**config.mk**
```make
export PLATFORM = sky130hd
export DESIGN_NAME = gpf_port
export DESIGN_NICKNAME = d
export VERILOG_FILES = /design/src/gpf_pkg.sv /design/src/gpf_port.sv /design/src/gpf_byte_reg.sv
export SDC_FILE = /design/constraint.sdc
export NUM_CORES = 1
export LEC_CHECK = 0
export ABC_AREA = 1
export BUFFER_PORTS_ARGS = -buffer_cell sky130_fd_sc_hd__buf_2
export CAP_MARGIN = 20
export CORE_ASPECT_RATIO = 1.75
export CORE_UTILIZATION = 45
export DETAILED_ROUTE_END_ITERATION = 8
export PLACE_DENSITY = 0.79
export SKIP_LAST_GASP = 1
export SYNTH_ARGS = -nofsm -noshare
export SYNTH_HDL_FRONTEND = slang
export SYNTH_SLANG_ARGS = --single-unit
```
**constraint.sdc**
```tcl
create_clock -name i_clk -period 1.65 [get_ports i_clk]
set_clock_uncertainty 0.15 [all_clocks]
set_input_delay 0.4125 -clock i_clk [delete_from_list [all_inputs] [get_ports i_clk]]
set_output_delay 0.4125 -clock i_clk [all_outputs]
set_load 0.02 [all_outputs]
```
**src/gpf_pkg.sv**
```systemverilog
package gpf_pkg;

    ////////////////////////////////////////////////////////////////////////
    // Register indices; byte address on the bus is four times the index
    localparam logic [7:0] IDX_ALT_SELECT = 8'h4F;
    localparam logic [7:0] IDX_OUT_LEVELS = 8'h50;
    localparam logic [7:0] IDX_OUT_ENABLE = 8'h51;
    localparam logic [7:0] IDX_IN_LEVELS  = 8'h52;
    localparam logic [7:0] IDX_ANT_CTRL   = 8'h5F;

    ////////////////////////////////////////////////////////////////////////
    // Reset values and writable-bit masks
    localparam logic [7:0] RST_ALT_SELECT  = 8'h00;
    localparam logic [7:0] RST_OUT_LEVELS  = 8'h00;
    localparam logic [7:0] RST_OUT_ENABLE  = 8'hFF;
    localparam logic [7:0] RST_ANT_CTRL    = 8'h00;
    localparam logic [7:0] RST_IN_LEVELS   = 8'h00;
    localparam logic [7:0] WMASK_ALT       = 8'hC0;
    localparam logic [7:0] WMASK_OUT       = 8'hFF;
    localparam logic [7:0] WMASK_OE        = 8'hFF;
    localparam logic [7:0] WMASK_ANT       = 8'h01;
    localparam logic [7:0] GPIO_PIN_MASK   = 8'hFD;
    localparam logic [31:0] RD_UNMAPPED    = 32'h0000_0000;

    ////////////////////////////////////////////////////////////////////////
    // Field positions and pin numbers
    localparam int BIT_PIN7_ALT_SELECT    = 7;
    localparam int BIT_PIN6_PIN5_ALT_SEL  = 6;
    localparam int BIT_ANT_TWO_PIN_MODE   = 0;
    localparam int PIN_HOST_IRQ           = 7;
    localparam int PIN_RESERVED_ALT       = 6;
    localparam int PIN_FRAME_SYNC         = 5;
    localparam int PIN_ANT_DIRECTION      = 1;
    localparam int PIN_ANT_INPUT          = 0;

    ////////////////////////////////////////////////////////////////////////
    // Writable register bank, built by a generate loop
    localparam int NUM_WREGS = 4;
    localparam int WREG_ALT  = 0;
    localparam int WREG_OUT  = 1;
    localparam int WREG_OE   = 2;
    localparam int WREG_ANT  = 3;
    localparam logic [7:0] WREG_IDX   [NUM_WREGS] =
        '{IDX_ALT_SELECT, IDX_OUT_LEVELS, IDX_OUT_ENABLE, IDX_ANT_CTRL};
    localparam logic [7:0] WREG_RST   [NUM_WREGS] =
        '{RST_ALT_SELECT, RST_OUT_LEVELS, RST_OUT_ENABLE, RST_ANT_CTRL};
    localparam logic [7:0] WREG_WMASK [NUM_WREGS] =
        '{WMASK_ALT, WMASK_OUT, WMASK_OE, WMASK_ANT};

    ////////////////////////////////////////////////////////////////////////
    // Carriers
    typedef struct packed {
        logic [7:0] level;
        logic [7:0] oe;
    } gpf_pad_t;

    typedef struct packed {
        logic host_interrupt_request;
        logic frame_sync_output;
        logic ant_device_drives;
    } gpf_alt_t;

endpackage : gpf_pkg

```
**src/gpf_port.sv**
```systemverilog
module gpf_port
    import gpf_pkg::*;
#(
    parameter int ADR_W = 10
)(
    input  wire logic             i_clk,
    input  wire logic             i_rst_n,
    // Wishbone classic slave
    input  wire logic             i_wb_cyc,
    input  wire logic             i_wb_stb,
    input  wire logic             i_wb_we,
    input  wire logic [ADR_W-1:0] i_wb_adr,
    input  wire logic [3:0]       i_wb_sel,
    input  wire logic [31:0]      i_wb_dat,
    output logic      [31:0]      o_wb_dat,
    output logic                  o_wb_ack,
    // Alternate function sources from the rest of the receiver
    input  wire gpf_alt_t         i_alt,
    // General-purpose pads
    input  wire logic [7:0]       i_pad_in,
    output gpf_pad_t              o_pad,
    // Antenna control input taken from pin 0
    output logic                  o_antenna_link_input,
    output logic                  o_ant_two_pin_mode
);

    ////////////////////////////////////////////////////////////////////////
    // Bus decode

    function automatic logic hits(input logic [ADR_W-1:0] adr,
                                  input logic [7:0]       idx);
        hits = (adr[ADR_W-1:2] == (ADR_W-2)'(idx));
    endfunction : hits

    logic        ack_reg;
    logic        ack_next;
    logic [31:0] rdat_reg;
    logic [31:0] rdat_next;
    logic        req;
    logic        wr_lane0;

    // One request per bus cycle: the ack cycle itself takes nothing new
    assign req      = i_wb_cyc && i_wb_stb && !ack_reg;
    // Write lands on the edge where the master sees ack, not before
    assign wr_lane0 = i_wb_cyc && i_wb_stb && ack_reg
                      && i_wb_we && i_wb_sel[0];

    ////////////////////////////////////////////////////////////////////////
    // Writable registers

    logic [7:0] wreg_q [NUM_WREGS];

    genvar g;
    generate
        for (g = 0; g < NUM_WREGS; g++)
        begin : g_wreg
            gpf_byte_reg #(
                .RST   (WREG_RST[g]),
                .WMASK (WREG_WMASK[g])
            ) u_reg (
                .i_clk   (i_clk),
                .i_rst_n (i_rst_n),
                .i_we    (wr_lane0 && hits(i_wb_adr, WREG_IDX[g])),
                .i_wdata (i_wb_dat[7:0]),
                .o_q     (wreg_q[g])
            );
        end
    endgenerate

    logic [7:0] alt_select;
    logic [7:0] out_levels;
    logic [7:0] out_enable_n;
    logic [7:0] ant_ctrl;
    logic       pin7_alt_select;
    logic       pin6_pin5_alt_select;
    logic       two_pin_mode;

    assign alt_select           = wreg_q[WREG_ALT];
    assign out_levels           = wreg_q[WREG_OUT];
    assign out_enable_n         = wreg_q[WREG_OE];
    assign ant_ctrl             = wreg_q[WREG_ANT];
    assign pin7_alt_select      = alt_select[BIT_PIN7_ALT_SELECT];
    assign pin6_pin5_alt_select = alt_select[BIT_PIN6_PIN5_ALT_SEL];
    assign two_pin_mode         = ant_ctrl[BIT_ANT_TWO_PIN_MODE];

    ////////////////////////////////////////////////////////////////////////
    // Pin input capture

    logic [7:0] in_levels_reg;
    logic [7:0] in_levels_next;

    // Reserved pin 1 reads as zero
    always_comb
    begin
        in_levels_next = i_pad_in & GPIO_PIN_MASK;
    end

    always_ff @(posedge i_clk)
    begin
        if (!i_rst_n)
        begin
            in_levels_reg <= RST_IN_LEVELS;
        end
        else
        begin
            in_levels_reg <= in_levels_next;
        end
    end

    ////////////////////////////////////////////////////////////////////////
    // Bus answer

    always_comb
    begin
        ack_next  = req;
        rdat_next = rdat_reg;
        if (req && !i_wb_we)
        begin
            if (hits(i_wb_adr, IDX_ALT_SELECT))
            begin
                rdat_next = {24'h00_0000, alt_select};
            end
            else if (hits(i_wb_adr, IDX_OUT_LEVELS))
            begin
                rdat_next = {24'h00_0000, out_levels};
            end
            else if (hits(i_wb_adr, IDX_OUT_ENABLE))
            begin
                rdat_next = {24'h00_0000, out_enable_n};
            end
            else if (hits(i_wb_adr, IDX_IN_LEVELS))
            begin
                rdat_next = {24'h00_0000, in_levels_reg};
            end
            else if (hits(i_wb_adr, IDX_ANT_CTRL))
            begin
                rdat_next = {24'h00_0000, ant_ctrl};
            end
            else
            begin
                rdat_next = RD_UNMAPPED;
            end
        end
    end

    always_ff @(posedge i_clk)
    begin
        if (!i_rst_n)
        begin
            ack_reg  <= 1'b0;
            rdat_reg <= RD_UNMAPPED;
        end
        else
        begin
            ack_reg  <= ack_next;
            rdat_reg <= rdat_next;
        end
    end

    assign o_wb_ack = ack_reg;
    assign o_wb_dat = rdat_reg;

    ////////////////////////////////////////////////////////////////////////
    // Pad steering

    gpf_pad_t pad_reg;
    gpf_pad_t pad_next;
    logic     ant_in_reg;
    logic     ant_in_next;
    logic     two_pin_reg;

    always_comb
    begin
        // Plain GPIO first; enable is active low in the register
        pad_next.level = out_levels & GPIO_PIN_MASK;
        pad_next.oe    = ~out_enable_n & GPIO_PIN_MASK;

        // Alternate uses override the GPIO settings below
        if (pin7_alt_select)
        begin
            pad_next.level[PIN_HOST_IRQ] = i_alt.host_interrupt_request;
            pad_next.oe[PIN_HOST_IRQ]    = 1'b1;
        end

        if (pin6_pin5_alt_select)
        begin
            pad_next.level[PIN_FRAME_SYNC]   = i_alt.frame_sync_output;
            pad_next.oe[PIN_FRAME_SYNC]      = 1'b1;
            // Reserved pin is left undriven rather than guessing a level
            pad_next.level[PIN_RESERVED_ALT] = 1'b0;
            pad_next.oe[PIN_RESERVED_ALT]    = 1'b0;
        end

        // Pin 1 belongs to the antenna link only
        if (!two_pin_mode)
        begin
            pad_next.level[PIN_ANT_DIRECTION] = i_alt.ant_device_drives;
            pad_next.oe[PIN_ANT_DIRECTION]    = 1'b1;
        end

        if (two_pin_mode)
        begin
            pad_next.level[PIN_ANT_INPUT] = 1'b0;
            pad_next.oe[PIN_ANT_INPUT]    = 1'b0;
        end

        // Input forwarded only in 2-pin mode, held low otherwise
        ant_in_next = two_pin_mode & i_pad_in[PIN_ANT_INPUT];
    end

    always_ff @(posedge i_clk)
    begin
        if (!i_rst_n)
        begin
            pad_reg     <= '{level: 8'h00, oe: 8'h00};
            ant_in_reg  <= 1'b0;
            two_pin_reg <= 1'b0;
        end
        else
        begin
            pad_reg     <= pad_next;
            ant_in_reg  <= ant_in_next;
            two_pin_reg <= two_pin_mode;
        end
    end

    assign o_pad                = pad_reg;
    assign o_antenna_link_input = ant_in_reg;
    assign o_ant_two_pin_mode   = two_pin_reg;

endmodule : gpf_port

```
**src/gpf_byte_reg.sv**
```systemverilog
module gpf_byte_reg
    import gpf_pkg::*;
#(
    parameter logic [7:0] RST   = 8'h00,
    parameter logic [7:0] WMASK = 8'hFF
)(
    input  wire logic       i_clk,
    input  wire logic       i_rst_n,
    input  wire logic       i_we,
    input  wire logic [7:0] i_wdata,
    output logic      [7:0] o_q
);

    logic [7:0] q_reg;
    logic [7:0] q_next;

    // Bits outside the mask keep their reset value and read back as such
    always_comb
    begin
        q_next = q_reg;
        if (i_we)
        begin
            q_next = (i_wdata & WMASK) | (RST & ~WMASK);
        end
    end

    always_ff @(posedge i_clk)
    begin
        if (!i_rst_n)
        begin
            q_reg <= RST;
        end
        else
        begin
            q_reg <= q_next;
        end
    end

    assign o_q = q_reg;

endmodule : gpf_byte_reg

```
* Yosys cells after proc, flatten, opt, wreduce, memory -nomap -nowiden *
Index checks and enable logic that the tools add are counted.

storage, ports and cells
  word-level logic and storage cells = 48
  register bits after elaboration = 78
  output and inout port bits = 51

operators by class
  muxes and demuxes = 10
  equal/unequal tests = 5
  reductions and logical operators = 14
  bitwise gates (word level) = 3

operator list
  operator            number
  $eq 8x7->1 const B  5
  $mux 8              4
  $logic_and 1x1->1   10
  $not 8->8           1
  $mux 1              6
  $reduce_or 2->1     2
  $logic_not 1->1     2
  $and 1x1->1         1
  $not 1->1           1

* Longest topological paths before layout *
Gate-level depths: netlist (run 1).

  depth in word-level cells = 6
  depth in mapped cells = 9

* Cells and area by module *
A second synthesis (run 1) with hierarchy kept.

second synthesis, totals
  cells, all modules = 366
  area, all modules = 2616.3 sq um

by module, submodules not included
  module                           times used  cells each  sequential area each (sq um)  area each (sq um)
  gpf_port                         1           247         680.7                         1755.4
  gpf_byte_reg at g_wreg[1].u_reg  1           51          160.2                         356.6
  gpf_byte_reg at g_wreg[2].u_reg  1           35          160.2                         280.3
  gpf_byte_reg at g_wreg[0].u_reg  1           19          40.0                          126.4
  gpf_byte_reg at g_wreg[3].u_reg  1           14          20.0                          97.6

* Worst setup path after synthesis (run 1) *
No wires, ideal clock.

  kind = in2reg
  start = input port i_wb_adr[7]
  end = register g_wreg[2].u_reg.q_reg[6]
  cell stages on the path = 8
  buffers on the path = 0
  slack = 175 ps
  data required time = 1364 ps
  setup time = 136 ps
  arrival time = 1189 ps
  path through = inv_1 > nand2_2 > nor2_8 > nand2_1 > nor2_4 > inv_2 > nand2_1 > o211ai_2

on the way
  cells in the longest elaborated chain, start to end = 2

RTL lines
  item                  line                text
  from (decl)           gpf_port.sv:12      input wire logic [ADR_W-1:0] i_wb_adr,
  $eq 8x7->1            gpf_port.sv:32      hits = (adr[ADR_W-1:2] == (ADR_W-2)'(idx));
  $logic_and 1x1->1     gpf_port.sv:63      .i_we (wr_lane0 && hits(i_wb_adr, WREG_IDX[g])),
  to (signal assigned)  gpf_byte_reg.sv:35  q_reg <= q_next;
  to (decl)             gpf_byte_reg.sv:14  logic [7:0] q_reg;

Every way passes these cells.
A chain may end at the register's enable or synchronous reset.

* Final worst setup path (run 1) *
  start = register ack_reg (netlist: o_wb_ack)
  end = output port o_wb_ack

RTL lines
  item                    line             text
  from (decl)             gpf_port.sv:35   logic ack_reg;
  from (signal assigned)  gpf_port.sv:155  ack_reg <= ack_next;
  to (decl)               gpf_port.sv:16   output logic o_wb_ack,

No word-level cell between the ends.

==> results of run 1 <==
[cells by family (layout without fill, tap and decap cells)]
group | Yosys count | in the layout | share of synthesized area (%)
buffers and inverters | 67 | 116 | 15.4
DFF | 53 | 53 | 47.2
AOI/OAI and AO/OA | 37 | 37 | 9.23
other | 1 | 24 | 0.167
and+or+nand+nor | 134 | 134 | 28.1
[final cells by class]
class                   count  area (sq um)
clock buffers               5          68.8
clock inverters             3          26.3
fillers                   446          2070
inverters                  38           143
multi-input cells         195           930
flip-flops and latches     53          1060
well taps                  52          65.1
repair buffers             70           380
[placed cells by master, fill, tap and decap left out, types with 2 or more instances in the layout]
master,n
a21oi_1,16
clkinvlp_4,2
o211ai_2,2
o21ai_0,4
buf_4,12
buf_2,58
nor2_8,2
nor3_1,2
nor2_2,4
conb_1,24
clkbuf_8,5
nand3_1,23
dfxtp_1,53
nor2_4,2
o21ai_1,13
nor2_1,32
nand2_2,4
inv_1,27
inv_2,10
nand2_1,61
[cell usage after synthesis (all sizes together)]
cell type	instances
buf	25
nand2	66
inv	37
nor3	3
o21ai	17
o211ai	2
a21oi	17
clkinv	1
dfxtp	53
conb	1
clkbuf	4
o2111ai	1
and3	1
nor2	40
nand3	24
[final timing paths]
path | endpoint | slack [ns] | cells after the start
min | in_levels_reg[3] | 0.12 | 3
max reg2reg | o_wb_dat[4] | 0.24 | 6
max | o_wb_ack | 0.14 | 1
min reg2reg | o_pad[2] | 0.30 | 1
[power by group through the flow]
stage | clock network (mW) | logic (mW) | registers [mW]
final | 0.746 | 0.190 | 1.30
after global routing | 0.803 | 0.209 | 1.30
after CTS | 0.757 | 0.190 | 1.30
after detailed placement | 0 | 0.189 | 1.33
after global placement | 0 | 0.186 | 1.33
after floorplan | 0 | 0.158 | 1.33
[metal layers]
metal	GRT usage [%]	share of wire (%)
met5	0	0
met4	11.9	3.2
met3	3.80	5.1
met2	33.4	53
met1	19.0	39
[through the flow]
step	std cells	hold WS [ns]	power [mW]	instance area (sq um)
4_1_cts	416	0.121	2.24	2670
5_1_grt	416	0.127	2.31	2670
3_3_place_gp	408	0.288	1.51	2580
2_1_floorplan	315	0.263	1.49	2340
3_5_place_dp	408	0.286	1.52	2580
6_report	416	0.124	2.23	2670
==> impl_metrics.toml, run 1 <==
[worst_setup_path]
endpoint_kind = "output port"
cp_top_family = "flip-flops"
crit_required_ns = 1.09
critPathArrivalTime_ns = 0.95
critPathLaunch = "o_wb_ack"
critPathKind = "reg -> out"
max_stage_delay_ns = 0.44
cp-start-kind = "flip-flop"
cp_cell_sequence = "buf_2"
cp_slowest_cell = "dfxtp_1"
timing.rr.start = "o_wb_ack"
cp_max_fo = 4
critPathBufInv = 1

[pwr]
p_leak_nw = 1.50
ir_drop_mv = 0.603
comb_power_share_pct = 8.5
power_density_nw_per_um2 = 835
p_seq_share_pct = 58.1
p_sw_mw = 0.575
swShare_pct = 25.8
p_clk_share_pct = 33.4
p_int_mw = 1.66

[detailed_routing]
drt-vias-per-instance = 4.63
wl_per_cell_um = 10.8
routed_wl_mm = 4.49
drt_iter0_markers = 47
drt_pass1_iterations = 4
routed-via-count = 1925
drc = 0
ant_nets = 0

[timing]
period_minus_slack_ns = 1.51
finalSetupViolCount = 0
rsz0062_at_grt = "false"
fmax_mhz = 663
drv_slew = 0
final_hold_viol_count = 0
fin_tns_setup_ns = 0
period_share_pct = 91.4
fin_ws_ns = 0.142

[floorplan]
row_count = 33
ios = 113
core_sq_um = 4750
die_area_sq_um = 5300
start_util_pct = 47.4
die_w_um = 55.5
die_h_um = 95.5

[global_route]
grt_pass1_vias = 1841
antenna_found_initial = 0
grt_overflow_total = 0
grt_pass1_wl_mm = 7.72
grt_usage_pct = 18.4
grt_start_max_net_pins = 19

[cts]
clk_latency_ns = 0.31
path_clk_slew_ns = 0.10
cts_tree = "yes"
cts_buffer_depth = 2
clock_sinks = 53
numCtsBuffers = 5
cts_root_buf = "clkbuf_8"
htree_levels = 2
cts_resized = 0
cts_setup_buffers = 0
holdBufCountCts = 0

[outcome]
status = "complete, no violations"

[synth]
syn_inst = 292
yosysTopAreaCell = "dfxtp_1"
synth_area_leaders = "dfxtp_1, nand2_1, buf_4"
synth.cell_area_sq_um = 2250
yosysUniqueCellTypes = 25
yosysWarnings = 0
yosysSeqAreaShare_pct = 47.2
synth.avg_cell_area_sq_um = 7.70
synth_top_cell_area_share_pct = 47.2
ys_seq_elements = 53

[place]
place_hpwl_mm = 3.50
pre_cts_ws_ns = 0.0569
gp_congestion = 0.883
port_buffers = 58

[finish]
fin_util_pct = 56.3
antenna-diode-count = 0
synthToLayoutAreaGrowth_pct = 18.9
drive_gt1_share_pct = 29.1
largest_reg_flops = 19
final_nets = 425

[worst_hold_path]
hold_path.class = "in -> reg"
hp-start = "i_pad_in[3]"

[run]
max_cap_violations = 0
Power figures use the tool's default switching activity.
==> inputs of run 2 (changes only) <==
--- a/config.mk
+++ b/config.mk
@@ -9,9 +9,9 @@
 export BUFFER_PORTS_ARGS = -buffer_cell sky130_fd_sc_hd__buf_2
 export CAP_MARGIN = 20
 export CORE_ASPECT_RATIO = 1.75
-export CORE_UTILIZATION = 45
+export CORE_UTILIZATION = 40
 export DETAILED_ROUTE_END_ITERATION = 8
-export PLACE_DENSITY = 0.79
+export PLACE_DENSITY = 0.71
 export SKIP_LAST_GASP = 1
 export SYNTH_ARGS = -nofsm -noshare
 export SYNTH_HDL_FRONTEND = slang
==> run 2 against run 1 <==
  * Sequential power about the same
  * Register-to-register slack improved by 0.05 ns
  * Global-route usage decreased by 1.3 points
  * Count of clock-buffer cells in the layout unchanged
  * Final cell count increased by 5.5%
  * Via count increased by 0.10%
  * Hold slack improved by 0.015 ns
  * Critical path depth unchanged
  * Flip-flop and latch count unchanged
  * Largest cell class unchanged
  * Largest power group unchanged
==> impl_metrics.toml, run 2 (synthesis gave the netlist of run 1 again) <==
[worst_setup_path]
reg2reg_to = "o_wb_dat[0]"
cp-start-kind = "flip-flop"
r2r_slack_ns = 0.29
endpoint_kind = "output port"
cp_cell_sequence = "buf_2"
endpoint = "o_wb_ack"
cp_slowest_cell = "dfxtp_1"
cp_max_fo = 4
max_stage_delay_ns = 0.44
crit_required_ns = 1.09
cp_top_family = "flip-flops"
critPathArrivalTime_ns = 0.93
timing.rr.start = "o_wb_ack"
path_depth = 1
critPathBufInv = 1
rr_worst_depth = 5
critPathKind = "reg -> out"
critPathLaunch = "o_wb_ack"

[cts]
cts_setup_buffers = 0
cts_tree = "yes"
clock_sinks = 53
cts_resized = 0
clk_latency_ns = 0.30
path_clk_slew_ns = 0.09
htree_levels = 2
cts_root_buf = "clkbuf_8"
numCtsBuffers = 5
cts_buffer_depth = 2
holdBufCountCts = 0

[finish]
antenna-diode-count = 0
drive_gt1_share_pct = 29.3
synthToLayoutAreaGrowth_pct = 22.3
final_nets = 426
n_fill_cell = 550
largest_reg_flops = 19
layout_common_cells = "nand2_1, buf_2, dfxtp_1"
final_common_cell = "nand2_1"

[pwr]
ir_drop_mv = 0.719
power_density_nw_per_um2 = 911
p_leak_nw = 1.54
total_power_mw = 2.51

[floorplan]
core_sq_um = 5340
die_area_sq_um = 5940
ios = 113
die_h_um = 101
start_util_pct = 42.1
die_w_um = 58.7
row_count = 35

[global_route]
grt_overflow_total = 0
grt_pass1_vias = 1862
grt_usage_pct = 17.0
antenna_found_initial = 0
grt_start_max_net_pins = 34
grt_pass1_wl_mm = 7.71

[outcome]
status = "complete, no violations"

[detailed_routing]
wl_per_cell_um = 10.5
drc = 0
ant_nets = 0
routed_wl_mm = 4.62
drt-vias-per-instance = 4.39
routed-via-count = 1927
drt_pass1_iterations = 4
drt_iter0_markers = 42

[worst_hold_path]
hp-start = "i_pad_in[6]"
hold_path.class = "in -> reg"

[place]
pre_cts_ws_ns = 0.0464
place_hpwl_mm = 3.67
port_buffers = 58
gp_congestion = 0.850

[run]
max_cap_violations = 0

[timing]
period_minus_slack_ns = 1.50
drv_slew = 0
fin_tns_setup_ns = 0
rsz0062_at_grt = "false"
fin_ws_ns = 0.155
fmax_mhz = 669
final_hold_viol_count = 0
finalSetupViolCount = 0
period_share_pct = 90.6
run 2: worst min path at each step:
stage | end | slack (ns) | cells after the start
4_1_cts | in_levels_reg[6] | 0.13 | 3
2_1_floorplan | o_pad[0] | 0.26 | 1
3_3_place_gp | o_pad[0] | 0.29 | 1
6_report | in_levels_reg[6] | 0.14 | 3
3_5_place_dp | o_pad[0] | 0.29 | 1
5_1_grt | in_levels_reg[3] | 0.15 | 3
run 2: layout make-up:
cell class / count / area, sq um / share of cell area (%)
clock buffer: 5 / 68.8 / 2.50
clock inverter: 3 / 68.8 / 2.50
inverter: 38 / 143 / 5.18
multi-input combinational: 195 / 930 / 33.8
sequential: 53 / 1060 / 38.6
tap: 74 / 92.6 / 3.37
timing repair buffer: 71 / 388 / 14.1
run 2: metrics by stage:
step	hold slack (ns)	std cells	utilization [%]	instance area [sq um]
floorplan	0.263	315	-	2340
global placement	0.287	431	48.9	2610
detailed placement	0.287	431	48.9	2610
CTS	0.131	439	51.5	2750
global route	0.152	439	51.5	2750
finish	0.139	439	51.5	2750
run 2: power by group:
| part | switching [mW] | leakage (nW) | internal, mW | total [mW] |
|---|---|---|---|---|
| Clock | 0.411 | 0.0687 | 0.610 | 1.02 |
| Sequential | 0.00444 | 0.430 | 1.29 | 1.30 |
| Combinational | 0.134 | 1.04 | 0.0561 | 0.190 |
| Total | 0.549 | 1.54 | 1.96 | 2.51 |
run 2: per-layer routing:
metal | vias to the layer above | wire [um] | track usage (%)
li1 | 1003 | - | -
met1 | 859 | 1710 | 17.5
met2 | 54 | 2620 | 32.4
met3 | 11 | 157 | 2.30
met4 | 0 | 141 | 8.61
met5 | - | 0 | 0
